$ cat src/axlr_defines.svh
// constants shared by the register map end and the access controller end
// assumes it is included by its bare name from the package and the modules
`ifndef AXLR_DEFINES_SVH
`define AXLR_DEFINES_SVH

`define AXLR_AW           32
`define AXLR_DW           32
`define AXLR_SW           4
`define AXLR_RESP_OKAY    2'h0
`define AXLR_RESP_EXOKAY  2'h1
`define AXLR_RESP_SLVERR  2'h2
`define AXLR_RESP_DECERR  2'h3
`define AXLR_CFG_BASE     32'h0000_0000
`define AXLR_STAT_BASE    32'h0000_0200
`define AXLR_PAGE_SIZE    32'h0000_0200
`define AXLR_NREGS        20

`define AXLR_OFF_CORE_VERSION   32'h0000_0000
`define AXLR_OFF_XCVR_RESET     32'h0000_0004
`define AXLR_OFF_CORE_RESET     32'h0000_0008
`define AXLR_OFF_OP_MODE        32'h0000_000C
`define AXLR_OFF_TX_CFG_1       32'h0000_0010
`define AXLR_OFF_RX_CFG_1       32'h0000_0018
`define AXLR_OFF_TX_PAR_OVR     32'h0000_002C
`define AXLR_OFF_TX_PAUSE_CTL_1 32'h0000_0030
`define AXLR_OFF_TX_PAUSE_REF_1 32'h0000_0034
`define AXLR_OFF_TX_PAUSE_REF_2 32'h0000_0038
`define AXLR_OFF_TX_PAUSE_REF_3 32'h0000_003C
`define AXLR_OFF_TX_PAUSE_REF_4 32'h0000_0040
`define AXLR_OFF_TX_PAUSE_REF_5 32'h0000_0044
`define AXLR_OFF_TX_PAUSE_QNT_1 32'h0000_0048
`define AXLR_OFF_TX_PAUSE_QNT_2 32'h0000_004C
`define AXLR_OFF_TX_PAUSE_QNT_3 32'h0000_0050
`define AXLR_OFF_TX_PAUSE_QNT_4 32'h0000_0054
`define AXLR_OFF_TX_PAUSE_QNT_5 32'h0000_0058
`define AXLR_OFF_RX_PAUSE_CTL_1 32'h0000_0084
`define AXLR_OFF_RX_PAUSE_CTL_2 32'h0000_0088
`define AXLR_OFF_STATUS         32'h0000_0200

`define AXLR_RESET_WORD   32'h0000_0000

// controller registers seen by software
`define AXLR_C_CMD        8'h00
`define AXLR_C_ADDR       8'h04
`define AXLR_C_WDATA      8'h08
`define AXLR_C_STRB       8'h0C
`define AXLR_C_RDATA      8'h10
`define AXLR_C_STATUS     8'h14
`define AXLR_C_IRQ_STAT   8'h18
`define AXLR_C_IRQ_EN     8'h1C
`define AXLR_C_IRQ_CLR    8'h20
`define AXLR_CMD_WR_BIT   0
`define AXLR_CMD_RD_BIT   1
`define AXLR_EV_DONE      0
`define AXLR_EV_WERR      1
`define AXLR_EV_RERR      2
`define AXLR_NEV          3

`endif

$ cat src/axlr_pkg.sv
// types and helpers shared by both ends of the register access link
// assumes axlr_defines.svh is on the include path
`include "axlr_defines.svh"

package axlr_pkg;

	typedef enum logic [3:0] {
		ST_IDLE  = 4'h1,
		ST_WRITE = 4'h2,
		ST_READ  = 4'h4,
		ST_ACK   = 4'h8
	} axlr_state_type;

	typedef logic [`AXLR_DW-1:0] axlr_word_type;

	// byte-lane merge of a write into a stored word
	function automatic axlr_word_type axlr_merge(axlr_word_type old_w, axlr_word_type new_w,
			logic [`AXLR_SW-1:0] strb);
		axlr_word_type r;
		r = old_w;
		for (int i = 0; i < `AXLR_SW; i++) begin
			if (strb[i]) begin
				r[8*i +: 8] = new_w[8*i +: 8];
			end
		end
		return r;
	endfunction

endpackage

$ cat src/axlr_if.sv
// AXI4-Lite link between the access controller and the register map
// assumes one clock; the testbench joins both ends through this interface
`timescale 1ns/100ps
`include "axlr_defines.svh"

interface axlr_if;
	logic [`AXLR_AW-1:0] awaddr;
	logic                awvalid;
	logic                awready;
	logic [`AXLR_DW-1:0] wdata;
	logic [`AXLR_SW-1:0] wstrb;
	logic                wvalid;
	logic                wready;
	logic [1:0]          bresp;
	logic                bvalid;
	logic                bready;
	logic [`AXLR_AW-1:0] araddr;
	logic                arvalid;
	logic                arready;
	logic [`AXLR_DW-1:0] rdata;
	logic [1:0]          rresp;
	logic                rvalid;
	logic                rready;

	modport mst (output awaddr, awvalid, wdata, wstrb, wvalid, bready, araddr, arvalid, rready,
		input awready, wready, bresp, bvalid, arready, rdata, rresp, rvalid);
	modport dev (input awaddr, awvalid, wdata, wstrb, wvalid, bready, araddr, arvalid, rready,
		output awready, wready, bresp, bvalid, arready, rdata, rresp, rvalid);
endinterface

$ cat src/axlr_ctrl.sv
// access controller end: software AXI4-Lite slave in front, link master behind
// assumes the register map keeps AXI4-Lite signalling; one clock, synchronous reset
// Summary of operation
// - after reset rest idle without requests
// - read request wins over write request
// - write state presents address, data, strobes
// - leave write on response handshake only
// - slave error on bad write sets error
// - read state presents address, waits data handshake
// - slave error on bad read sets error
// - acknowledge returns to idle next clock
// - one clock, synchronous high reset
// - 32-bit address and data, 4-bit strobe
// - responses OKAY EXOKAY SLVERR DECERR encoded
// - read ready only when data can be taken
// - two 512-location pages, config and status
// - 32-bit registers, four-address steps
// - holes may answer with error
// - reconfiguration-port bits are reserved
//
// Register access over AXI4-Lite was chosen for this implementation.
`timescale 1ns/100ps
`include "axlr_defines.svh"

module axlr_ctrl (
	input  wire logic                clk_sys,       // system clock
	input  wire logic                rst,           // synchronous reset, high
	input  wire logic [7:0]          s_axi_awaddr,  // software write address
	input  wire logic                s_axi_awvalid, // software write address valid
	output logic                     s_axi_awready, // software write address ready
	input  wire logic [31:0]         s_axi_wdata,   // software write data
	input  wire logic [3:0]          s_axi_wstrb,   // software write strobes
	input  wire logic                s_axi_wvalid,  // software write data valid
	output logic                     s_axi_wready,  // software write data ready
	output logic [1:0]               s_axi_bresp,   // software write response
	output logic                     s_axi_bvalid,  // software write response valid
	input  wire logic                s_axi_bready,  // software write response ready
	input  wire logic [7:0]          s_axi_araddr,  // software read address
	input  wire logic                s_axi_arvalid, // software read address valid
	output logic                     s_axi_arready, // software read address ready
	output logic [31:0]              s_axi_rdata,   // software read data
	output logic [1:0]               s_axi_rresp,   // software read response
	output logic                     s_axi_rvalid,  // software read valid
	input  wire logic                s_axi_rready,  // software read ready
	output logic                     irq,           // level interrupt
	axlr_if.mst                      link           // register link
);

	if (`AXLR_DW != 32 || `AXLR_AW != 32) begin : g_chk
		$error("axlr_ctrl serves only 32-bit address and data");
	end

	typedef struct packed {
		axlr_pkg::axlr_state_type st;
		logic                rd_req;
		logic                wr_req;
		logic [`AXLR_AW-1:0] addr;
		logic [`AXLR_DW-1:0] wdata;
		logic [`AXLR_SW-1:0] strb;
		logic [`AXLR_DW-1:0] rdata;
		logic                awv;
		logic                wv;
		logic                bry;
		logic                arv;
		logic                rry;
		logic                werr;
		logic                rerr;
		logic [`AXLR_NEV-1:0] irq_st;
		logic [`AXLR_NEV-1:0] irq_en;
		logic                irq;
		logic                s_awr;
		logic                s_wr;
		logic                s_aw_have;
		logic                s_w_have;
		logic [7:0]          s_awaddr;
		logic [31:0]         s_wdata;
		logic [3:0]          s_wstrb;
		logic                s_bv;
		logic [1:0]          s_bresp;
		logic                s_arr;
		logic                s_rv;
		logic [31:0]         s_rdata;
		logic [1:0]          s_rresp;
	} axlr_ctrl_type;

	axlr_ctrl_type q;
	axlr_ctrl_type d;

	always_comb begin
		logic [`AXLR_NEV-1:0] ev;
		logic [`AXLR_NEV-1:0] clr;
		ev  = '0;
		clr = '0;
		d   = q;

		// software write side: address and data in either order
		if (q.s_awr && s_axi_awvalid) begin
			d.s_aw_have = 1'b1;
			d.s_awaddr  = s_axi_awaddr;
			d.s_awr     = 1'b0;
		end
		if (q.s_wr && s_axi_wvalid) begin
			d.s_w_have = 1'b1;
			d.s_wdata  = s_axi_wdata;
			d.s_wstrb  = s_axi_wstrb;
			d.s_wr     = 1'b0;
		end
		if (q.s_aw_have && q.s_w_have && !q.s_bv) begin
			d.s_aw_have = 1'b0;
			d.s_w_have  = 1'b0;
			d.s_bv      = 1'b1;
			d.s_bresp   = `AXLR_RESP_OKAY;
			if (q.s_awaddr == `AXLR_C_CMD) begin
				if (q.s_wstrb[0] && q.s_wdata[`AXLR_CMD_WR_BIT]) begin
					d.wr_req = 1'b1;
				end
				if (q.s_wstrb[0] && q.s_wdata[`AXLR_CMD_RD_BIT]) begin
					d.rd_req = 1'b1;
				end
			end else if (q.s_awaddr == `AXLR_C_ADDR) begin
				d.addr = axlr_pkg::axlr_merge(q.addr, q.s_wdata, q.s_wstrb);
			end else if (q.s_awaddr == `AXLR_C_WDATA) begin
				d.wdata = axlr_pkg::axlr_merge(q.wdata, q.s_wdata, q.s_wstrb);
			end else if (q.s_awaddr == `AXLR_C_STRB) begin
				if (q.s_wstrb[0]) begin
					d.strb = q.s_wdata[`AXLR_SW-1:0];
				end
			end else if (q.s_awaddr == `AXLR_C_IRQ_EN) begin
				if (q.s_wstrb[0]) begin
					d.irq_en = q.s_wdata[`AXLR_NEV-1:0];
				end
			end else if (q.s_awaddr == `AXLR_C_IRQ_CLR) begin
				if (q.s_wstrb[0]) begin
					clr = q.s_wdata[`AXLR_NEV-1:0];
				end
			end else begin
				d.s_bresp = `AXLR_RESP_SLVERR;
			end
		end
		if (q.s_bv && s_axi_bready) begin
			d.s_bv  = 1'b0;
			d.s_awr = 1'b1;
			d.s_wr  = 1'b1;
		end

		// software read side
		if (q.s_arr && s_axi_arvalid) begin
			d.s_arr   = 1'b0;
			d.s_rv    = 1'b1;
			d.s_rresp = `AXLR_RESP_OKAY;
			d.s_rdata = 32'h0000_0000;
			if (s_axi_araddr == `AXLR_C_CMD) begin
				d.s_rdata[`AXLR_CMD_WR_BIT] = q.wr_req;
				d.s_rdata[`AXLR_CMD_RD_BIT] = q.rd_req;
			end else if (s_axi_araddr == `AXLR_C_ADDR) begin
				d.s_rdata = q.addr;
			end else if (s_axi_araddr == `AXLR_C_WDATA) begin
				d.s_rdata = q.wdata;
			end else if (s_axi_araddr == `AXLR_C_STRB) begin
				d.s_rdata[`AXLR_SW-1:0] = q.strb;
			end else if (s_axi_araddr == `AXLR_C_RDATA) begin
				d.s_rdata = q.rdata;
			end else if (s_axi_araddr == `AXLR_C_STATUS) begin
				d.s_rdata[2:0] = {q.rerr, q.werr, q.st != axlr_pkg::ST_IDLE};
			end else if (s_axi_araddr == `AXLR_C_IRQ_STAT) begin
				d.s_rdata[`AXLR_NEV-1:0] = q.irq_st;
			end else if (s_axi_araddr == `AXLR_C_IRQ_EN) begin
				d.s_rdata[`AXLR_NEV-1:0] = q.irq_en;
			end else if (s_axi_araddr == `AXLR_C_IRQ_CLR) begin
				d.s_rdata = 32'h0000_0000;
			end else begin
				d.s_rresp = `AXLR_RESP_SLVERR;
			end
		end
		if (q.s_rv && s_axi_rready) begin
			d.s_rv  = 1'b0;
			d.s_arr = 1'b1;
		end

		// link access machine
		case (q.st)
			axlr_pkg::ST_IDLE: begin
				if (q.rd_req) begin
					d.rd_req = 1'b0;
					d.st     = axlr_pkg::ST_READ;
					d.arv    = 1'b1;
					d.rry    = 1'b1;
				end else if (q.wr_req) begin
					d.wr_req = 1'b0;
					d.st     = axlr_pkg::ST_WRITE;
					d.awv    = 1'b1;
					d.wv     = 1'b1;
					d.bry    = 1'b1;
				end
			end
			axlr_pkg::ST_WRITE: begin
				if (q.awv && link.awready) begin
					d.awv = 1'b0;
				end
				if (q.wv && link.wready) begin
					d.wv = 1'b0;
				end
				if (link.bvalid && q.bry) begin
					d.bry  = 1'b0;
					d.st   = axlr_pkg::ST_ACK;
					d.werr = (link.bresp == `AXLR_RESP_SLVERR);
					ev[`AXLR_EV_DONE] = 1'b1;
					ev[`AXLR_EV_WERR] = (link.bresp == `AXLR_RESP_SLVERR);
				end
			end
			axlr_pkg::ST_READ: begin
				if (q.arv && link.arready) begin
					d.arv = 1'b0;
				end
				if (link.rvalid && q.rry) begin
					d.rry   = 1'b0;
					d.st    = axlr_pkg::ST_ACK;
					d.rdata = link.rdata;
					d.rerr  = (link.rresp == `AXLR_RESP_SLVERR);
					ev[`AXLR_EV_DONE] = 1'b1;
					ev[`AXLR_EV_RERR] = (link.rresp == `AXLR_RESP_SLVERR);
				end
			end
			axlr_pkg::ST_ACK: begin
				d.st = axlr_pkg::ST_IDLE;
			end
			default: begin
				d.st = axlr_pkg::ST_IDLE;
			end
		endcase

		// sticky events: a new event beats a clear in the same cycle
		d.irq_st = (q.irq_st & ~clr) | ev;
		d.irq    = |(d.irq_st & d.irq_en);
	end

	always_ff @(posedge clk_sys) begin
		if (rst) begin
			q       <= '0;
			q.st    <= axlr_pkg::ST_IDLE;
			q.s_awr <= 1'b1;
			q.s_wr  <= 1'b1;
			q.s_arr <= 1'b1;
		end else begin
			q <= d;
		end
	end

	assign s_axi_awready = q.s_awr;
	assign s_axi_wready  = q.s_wr;
	assign s_axi_bresp   = q.s_bresp;
	assign s_axi_bvalid  = q.s_bv;
	assign s_axi_arready = q.s_arr;
	assign s_axi_rdata   = q.s_rdata;
	assign s_axi_rresp   = q.s_rresp;
	assign s_axi_rvalid  = q.s_rv;
	assign irq           = q.irq;
	assign link.awaddr   = q.addr;
	assign link.awvalid  = q.awv;
	assign link.wdata    = q.wdata;
	assign link.wstrb    = q.strb;
	assign link.wvalid   = q.wv;
	assign link.bready   = q.bry;
	assign link.araddr   = q.addr;
	assign link.arvalid  = q.arv;
	assign link.rready   = q.rry;

endmodule

$ cat src/flat_wrapper.sv
// flat-port wrapper written by rule: the top's interface ports become plain ports
module axlr_ctrl_flat 
  (clk_sys, rst, s_axi_awaddr, s_axi_awvalid, s_axi_awready, s_axi_wdata, s_axi_wstrb, s_axi_wvalid, s_axi_wready, s_axi_bresp, s_axi_bvalid, s_axi_bready, s_axi_araddr, s_axi_arvalid, s_axi_arready, s_axi_rdata, s_axi_rresp, s_axi_rvalid, s_axi_rready, irq, link_awaddr, link_awvalid, link_wdata, link_wstrb, link_wvalid, link_bready, link_araddr, link_arvalid, link_rready, link_awready, link_wready, link_bresp, link_bvalid, link_arready, link_rdata, link_rresp, link_rvalid);
  axlr_if link_i ();
  input  wire logic clk_sys;
  input  wire logic rst;
  input  wire logic [7:0] s_axi_awaddr;
  input  wire logic s_axi_awvalid;
  output logic s_axi_awready;
  input  wire logic [31:0] s_axi_wdata;
  input  wire logic [3:0] s_axi_wstrb;
  input  wire logic s_axi_wvalid;
  output logic s_axi_wready;
  output logic [1:0] s_axi_bresp;
  output logic s_axi_bvalid;
  input  wire logic s_axi_bready;
  input  wire logic [7:0] s_axi_araddr;
  input  wire logic s_axi_arvalid;
  output logic s_axi_arready;
  output logic [31:0] s_axi_rdata;
  output logic [1:0] s_axi_rresp;
  output logic s_axi_rvalid;
  input  wire logic s_axi_rready;
  output logic irq;
  output wire logic [$bits(link_i.awaddr)-1:0] link_awaddr;
  output wire logic [$bits(link_i.awvalid)-1:0] link_awvalid;
  output wire logic [$bits(link_i.wdata)-1:0] link_wdata;
  output wire logic [$bits(link_i.wstrb)-1:0] link_wstrb;
  output wire logic [$bits(link_i.wvalid)-1:0] link_wvalid;
  output wire logic [$bits(link_i.bready)-1:0] link_bready;
  output wire logic [$bits(link_i.araddr)-1:0] link_araddr;
  output wire logic [$bits(link_i.arvalid)-1:0] link_arvalid;
  output wire logic [$bits(link_i.rready)-1:0] link_rready;
  input wire logic [$bits(link_i.awready)-1:0] link_awready;
  input wire logic [$bits(link_i.wready)-1:0] link_wready;
  input wire logic [$bits(link_i.bresp)-1:0] link_bresp;
  input wire logic [$bits(link_i.bvalid)-1:0] link_bvalid;
  input wire logic [$bits(link_i.arready)-1:0] link_arready;
  input wire logic [$bits(link_i.rdata)-1:0] link_rdata;
  input wire logic [$bits(link_i.rresp)-1:0] link_rresp;
  input wire logic [$bits(link_i.rvalid)-1:0] link_rvalid;
  assign link_awaddr = link_i.awaddr;
  assign link_awvalid = link_i.awvalid;
  assign link_wdata = link_i.wdata;
  assign link_wstrb = link_i.wstrb;
  assign link_wvalid = link_i.wvalid;
  assign link_bready = link_i.bready;
  assign link_araddr = link_i.araddr;
  assign link_arvalid = link_i.arvalid;
  assign link_rready = link_i.rready;
  assign link_i.awready = link_awready;
  assign link_i.wready = link_wready;
  assign link_i.bresp = link_bresp;
  assign link_i.bvalid = link_bvalid;
  assign link_i.arready = link_arready;
  assign link_i.rdata = link_rdata;
  assign link_i.rresp = link_rresp;
  assign link_i.rvalid = link_rvalid;
  axlr_ctrl u_core (.clk_sys(clk_sys), .rst(rst), .s_axi_awaddr(s_axi_awaddr), .s_axi_awvalid(s_axi_awvalid), .s_axi_awready(s_axi_awready), .s_axi_wdata(s_axi_wdata), .s_axi_wstrb(s_axi_wstrb), .s_axi_wvalid(s_axi_wvalid), .s_axi_wready(s_axi_wready), .s_axi_bresp(s_axi_bresp), .s_axi_bvalid(s_axi_bvalid), .s_axi_bready(s_axi_bready), .s_axi_araddr(s_axi_araddr), .s_axi_arvalid(s_axi_arvalid), .s_axi_arready(s_axi_arready), .s_axi_rdata(s_axi_rdata), .s_axi_rresp(s_axi_rresp), .s_axi_rvalid(s_axi_rvalid), .s_axi_rready(s_axi_rready), .irq(irq), .link(link_i));
endmodule
$ cat config.mk
export PLATFORM = sky130hd
export DESIGN_NAME = axlr_ctrl_flat
export DESIGN_NICKNAME = d
export VERILOG_FILES = /design/src/axlr_pkg.sv /design/src/axlr_if.sv /design/src/axlr_ctrl.sv /design/src/flat_wrapper.sv
export VERILOG_INCLUDE_DIRS = /design/src /design/src/src
export SDC_FILE = /design/constraint.sdc
export NUM_CORES = 1
export LEC_CHECK = 0
export BUFFER_PORTS_ARGS = -buffer_cell sky130_fd_sc_hd__buf_2
export CORE_MARGIN = 2
export CORE_UTILIZATION = 35
export CTS_CLUSTER_SIZE = 24
export DETAILED_ROUTE_END_ITERATION = 10
export GPL_TIMING_DRIVEN = 0
export PLACE_DENSITY = 0.56
export RECOVER_POWER = 50
export SYNTH_ARGS = -nofsm -noshare
export SYNTH_HDL_FRONTEND = slang
export SYNTH_SLANG_ARGS = --single-unit
$ cat constraint.sdc
create_clock -name clk_sys -period 1.9 [get_ports clk_sys]
set_input_delay 0.095 -clock clk_sys [delete_from_list [all_inputs] [get_ports clk_sys]]
set_output_delay 0.095 -clock clk_sys [all_outputs]
set_load 0.03 [all_outputs]
==> results of run 1 <==
## critical path: stages, from the launching register on
cell and delay (ps):
dfxtp_2 340, or4_4 580, nor4_4 220, buf_4 170
mux2i_1 220, a211o_1 140, o311ai_2 130
## how the worst max path moves through the flow
stage	startpoint	endpoint	cells past startpoint
6_report	u_core.q[81]	u_core.irq	6
5_1_grt	u_core.q[78]	u_core.irq	6
4_1_cts	u_core.q[81]	u_core.irq	6
3_5_place_dp	u_core.q[205]	u_core.irq	6
3_3_place_gp	u_core.q[205]	u_core.irq	6
2_1_floorplan	u_core.q[82]	u_core.link.araddr[0]	5
## flip-flops by register name (all words and copies together), names as in the netlist
| register | flops |
|---|---|
| u_core.q | 92 |
| u_core.link.araddr | 32 |
| u_core.link.wdata | 32 |
| u_core.s_axi_rdata | 32 |
| u_core.link.wstrb | 4 |
| u_core.irq | 1 |
| u_core.link.arvalid | 1 |
| u_core.link.awvalid | 1 |
| u_core.link.bready | 1 |
| u_core.link.rready | 1 |
| u_core.link.wvalid | 1 |
| u_core.s_axi_arready | 1 |
| u_core.s_axi_awready | 1 |
| u_core.s_axi_bresp | 1 |
| u_core.s_axi_bvalid | 1 |
| u_core.s_axi_rresp | 1 |
| u_core.s_axi_rvalid | 1 |
| u_core.s_axi_wready | 1 |
## area by class of cell
| class | count | area, um2 |
|---|---|---|
| Fill cell | 2606 | 12900 |
| Sequential cell | 205 | 4110 |
| Multi-Input combinational cell | 682 | 3690 |
| Timing Repair Buffer | 341 | 2010 |
| Buffer | 199 | 1380 |
| Clock buffer | 34 | 677 |
| Tap cell | 330 | 413 |
| Clock inverter | 6 | 109 |
| Inverter | 10 | 37.5 |
## synth_stat cells, types with 3 or more instances
cell | number | share of area [%]
a211oi_1 | 3 | 0.25
a21o_1 | 3 | 0.25
a21oi_1 | 149 | 8.2
a222oi_1 | 28 | 3.1
a31oi_1 | 3 | 0.21
buf_1 | 4 | 0.17
buf_2 | 3 | 0.17
buf_4 | 137 | 11
buf_6 | 4 | 0.50
clkbuf_1 | 47 | 1.9
clkbuf_8 | 6 | 0.91
dfxtp_1 | 205 | 45
inv_1 | 10 | 0.41
mux2_2 | 3 | 0.37
mux2i_1 | 24 | 2.6
nand2_1 | 257 | 11
nand2b_1 | 3 | 0.21
nand3_1 | 64 | 3.5
nand3b_1 | 5 | 0.41
nor2_1 | 42 | 1.7
nor3_1 | 4 | 0.22
nor4_1 | 4 | 0.28
nor4b_1 | 4 | 0.39
o211ai_1 | 3 | 0.25
o21ai_0 | 21 | 1.2
o21ai_1 | 11 | 0.61
o21ai_2 | 10 | 0.96
## through the flow
step,util (%),area [um2],std cells,setup slack [ps]
finish,49.1,12400,1807,-58.8
global route,49.1,12400,1807,-168
CTS,49.5,12500,1805,-43.2
detailed placement,42.3,10700,1673,-778
global placement,42.3,10700,1673,-769
floorplan,-,9080,1100,49.3
## layer usage
layer | track usage [%] | up-vias
met5 | 0 | -
met4 | 6.21 | 0
met3 | 2.85 | 50
met2 | 38.3 | 254
met1 | 29.2 | 4091
li1 | - | 4373
## what timing repair did
action,4_1_cts,5_1_grt
endpoints found under the hold margin,92,0
buffers inserted,3,4
pin swaps,2,3
setup endpoints to repair,116,111
resized for setup,30,16
hold buffers,91,0
## logic make-up after synthesis
group                  count (synthesis)
AO/OA/AOI/OAI                        244
buffers and inverters                213
flip-flops                           205
multiplexers                          27
other                                  1
AND/OR/NAND/NOR                      409
## power by group
group	switching (mW)	leakage [nW]	internal (mW)
Combinational	0.431	2.88	0.332
Clock	1.78	0.387	2.86
Sequential	0.0697	1.66	4.37
==> metrics, run 1 <==
status=finished with violations; failing checks=negative setup slack; WP data required=~2300 ps; type of the worst setup path=reg -> reg; row count=58; Worst setup EP type=register; R2R Setup Slk=-60 ps; FF-to-FF Start=u_core.q[81]; mux cell area share after synthesis=under 10%; Post-synth ARST share=0%; CTS max path bufs=3; VDD IR max=between 0.0005 and 0.0006 V; count of cell types in the netlist=59; Arrival @ worst endpoint=roughly 2300 ps; mapped cell area=between 9000 and 10000 um2; EDFF count, synth=0; Final Max Tran Viols=0; worst-case reg-to-reg path depth=6; largest net degree at the start of global routing=13; Global Route Usage Sum=22.2%; drt via density=4.85; Most used DFF post-synth=dfxtp_1; post-route clock period utilization=103%; Final Hold Fails=0; Worst Hold End=u_core.s_axi_rdata[0]; Tmin final=1960 ps; Die X=about 170 um; Syn Inst Count=~1100; CTS tree=done; clock root cell=clkbuf_16; RSZ-0062 raised after global routing=yes; final setup TNS=-58.8 ps; Synth Area in Adders=0%; via count=a little under 9000; CP Launch Type=register; Remaining DRCs=0; largest family of logic cells by synthesized area=simple AND/OR/NAND/NOR gates; clk sinks=between 200 and 250; max-cap violation count=0; first-pass GRT wire length=46200 um; post-synthesis sequential area ratio=about 45%; commonest non-fill, non-tap cell in the layout=nand2_1; Starting DRT DRC Count=~540; Max-slew headroom=45.2%; Skew-Pair Late Insertion Delay=between 500 and 600 ps; DR pass1 iterations=6; Hold WC Path Type=in -> reg; io pins=about 250; layout cells sized above 1=roughly 24%; RR Endpoint=u_core.irq; final worst slack=-58.8 ps; highest clock rate=just over 500 MHz; WL final=between 30000 and 40000 um; post-synthesis compound-gate area fraction=between 10% and 20%; core box area=25300 um2; die height=about 170 um; leakage power=~4.9 nW; most frequent cells in the layout=257 x nand2_1, 202 x dfxtp_1, 172 x clkbuf_1; Hold Crit Depth=4; post-synthesis xor/xnor area fraction=0%; Top Layer Used=met4; initial antenna violation count=0; Die Footprint=27200 um2; Post-Syn Area per Cell=just over 8 um2; worst hold path startpoint=s_axi_araddr[2]; Total Power=9.84 mW; Warnings, synthesis=0; number of global-route vias before repair=approximately 8000; WL per Instance=roughly 17 um; PD cells=around 790 nW/um2; M1 WL=between 10000 and 15000 um; Setup-failing EPs final=1; post-DP HPWL=around 22000 um; TritonCTS Buffers=23; Yosys reg bits=~210; Starting Density=35.9%; Slew @ Worst Pin=roughly 820 ps; clk slew on worst S/H paths=approximately 60 ps; remaining antenna violation count=0; routability congestion estimate=0.896; met2 WL=about 15000 um; CP Max Fanout=3; H-tree depth=1; Fin Hold WS=40.8 ps; ant diodes=0; synthesis-to-layout area growth=36.9%; fin nets=roughly 1600; clock skew=around 10 ps; IO buf count=around 240; routed wire length on met3=~1800 um; simple-gate share of the synthesized area=between 15 and 20%; GR Overflow Total=0
(Power assumes the default switching activity.)
==> inputs of run 2 (changes only) <==
--- a/config.mk
+++ b/config.mk
@@ -14,6 +14,7 @@
 export GPL_TIMING_DRIVEN = 0
 export PLACE_DENSITY = 0.56
 export RECOVER_POWER = 50
+export REMOVE_ABC_BUFFERS = 1
 export SYNTH_ARGS = -nofsm -noshare
 export SYNTH_HDL_FRONTEND = slang
 export SYNTH_SLANG_ARGS = --single-unit
==> run 2 against run 1 <==
- the run now ends clean
- flip-flop and latch count stayed put
- count of clock-buffer cells in the layout rose by 3
- die area stayed put
- sequential share of layout area up 2.3 points
- maximum frequency up 3.7%
- via count down 5.0%
- first-iteration DRC count is 29% higher
- register-to-register slack gained 70 ps
- combinational power down 2%
- sequential power about the same
- worst setup slack better by 69 ps
==> metrics, run 2 (synthesis gave the netlist of run 1 again) <==
Final Hold Fails=0; CTS max path bufs=3; Slew @ Worst Pin=928 ps; clk slew on worst S/H paths=roughly 60 ps; worst-case reg-to-reg path depth=5; drt via density=roughly 5; leakage power=approximately 4.2 nW; most frequent cells in the layout=253 x nand2_1, 197 x dfxtp_1, 149 x a21oi_1; WL final=28700 um; Starting Density=35.9%; via count=~8300; Worst setup EP type=register; max-cap violation count=0; Skew-Pair Late Insertion Delay=510 ps; fin nets=1399; IO buf count=about 240; RSZ-0062 raised after global routing=yes; Remaining DRCs=0; Global Route Usage Sum=20.2%; remaining antenna violation count=0; Largest Register=u_core.q; initial antenna violation count=2; Starting DRT DRC Count=between 600 and 700; DR pass1 iterations=6; Die X=165 um; VDD IR max=roughly 0.00057 V; post-DP HPWL=approximately 18000 um; row count=a little under 60; io pins=about 250; clk sinks=205; first-pass GRT wire length=43200 um; Final Max Tran Viols=0; core box area=25300 um2; die height=about 170 um; Die Footprint=27200 um2; WP data required=2310 ps; Setup-failing EPs final=0; type of the worst setup path=reg -> reg; Hold WC Path Type=in -> reg; crit path from=u_core.q[81]; max reg flops=approximately 90; highest clock rate=around 530 MHz; TritonCTS Buffers=24; H-tree depth=1; RR Endpoint=u_core.irq; Tmin final=1890 ps; routability congestion estimate=a little under 0.8; number of global-route vias before repair=approximately 7700; PD cells=853 nW/um2; CTS tree=done; status=completed; clock root cell=clkbuf_16; commonest non-fill, non-tap cell in the layout=nand2_1; largest net degree at the start of global routing=93; CP Launch Type=register; Layout Utilization=between 40% and 50%; Fin Hold WS=59.2 ps; Arrival @ worst endpoint=about 2300 ps; Total Power=just under 10 mW; clock skew=6.15 ps; WL per Instance=roughly 17 um; Worst Setup EP=u_core.irq; FF-to-FF Start=u_core.q[81]; R2R Setup Slk=~10 ps; synthesis-to-layout area growth=28.3%; CP Max Fanout=3; layout cells sized above 1=17.2%; post-route clock period utilization=roughly 99%; Max-slew headroom=between 30% and 40%; Hold Crit Depth=3; GR Overflow Total=0
==> run 2: repair_timing <==
item,CTS,global route
pin swaps,9,4
buffers inserted,10,5
endpoints found under the setup margin,113,75
gates cloned,2,0
hold buffers,101,0
endpoints found under the hold margin,94,0
resized for setup,26,18
==> run 2: worst max-delay path: stages, from the launching register on <==
cell	delay (ps)
dfxtp_1	340
or4_4	590
nor4_4	270
mux2i_1	150
or3_1	340
o311ai_2	100
==> run 2: metrics by stage <==
step                      instance area (um2)  std cells  setup TNS [ps]  setup slack [ps]
after floorplan                          7710        897          -62520             -1440
after global placement                   9340       1471         -376370             -4770
after detailed placement                 9660       1485          -92560             -1220
after CTS                               11700       1640               0              6.27
after global routing                    11600       1647            -417             -55.7
final                                   11600       1648               0              10.3
==> run 2: worst min-delay path by stage <==
stage | from | to | slack [ps]
floorplan | rst | u_core.link.araddr[10] | 160
global placement | s_axi_arvalid | u_core.s_axi_arready | 310
detailed placement | s_axi_arvalid | u_core.s_axi_arready | 310
CTS | s_axi_araddr[6] | u_core.s_axi_rresp[1] | 30
global route | s_axi_araddr[4] | u_core.s_axi_rdata[2] | 80
finish | s_axi_araddr[4] | u_core.s_axi_rdata[2] | 60
==> run 2: cell type report <==
class | count | area (um2)
multi-input cells | 684 | 3810
inverters | 10 | 37.5
well taps | 330 | 413
clock buffers | 37 | 741
diodes | 3 | 7.51
repair buffers | 374 | 2450
clock inverters | 5 | 75.1
fillers | 2576 | 13700
flip-flops and latches | 205 | 4110
==> run 2: routing by layer <==
layer | vias to the layer above | share of wire (%) | GRT usage [%]
met5 | - | 0 | 0
met2 | 303 | 48 | 34.0
met3 | 36 | 6.3 | 2.92
li1 | 4044 | - | -
met1 | 3947 | 44 | 27.3
met4 | 0 | 1.9 | 5.14
==> run 2: power by group <==
part / leakage [nW] / internal (mW) / switching [mW]
logic: 2.14 / 0.359 / 0.387
clock network: 0.404 / 2.93 / 1.79
registers: 1.66 / 4.37 / 0.0957
total: 4.21 / 7.66 / 2.28
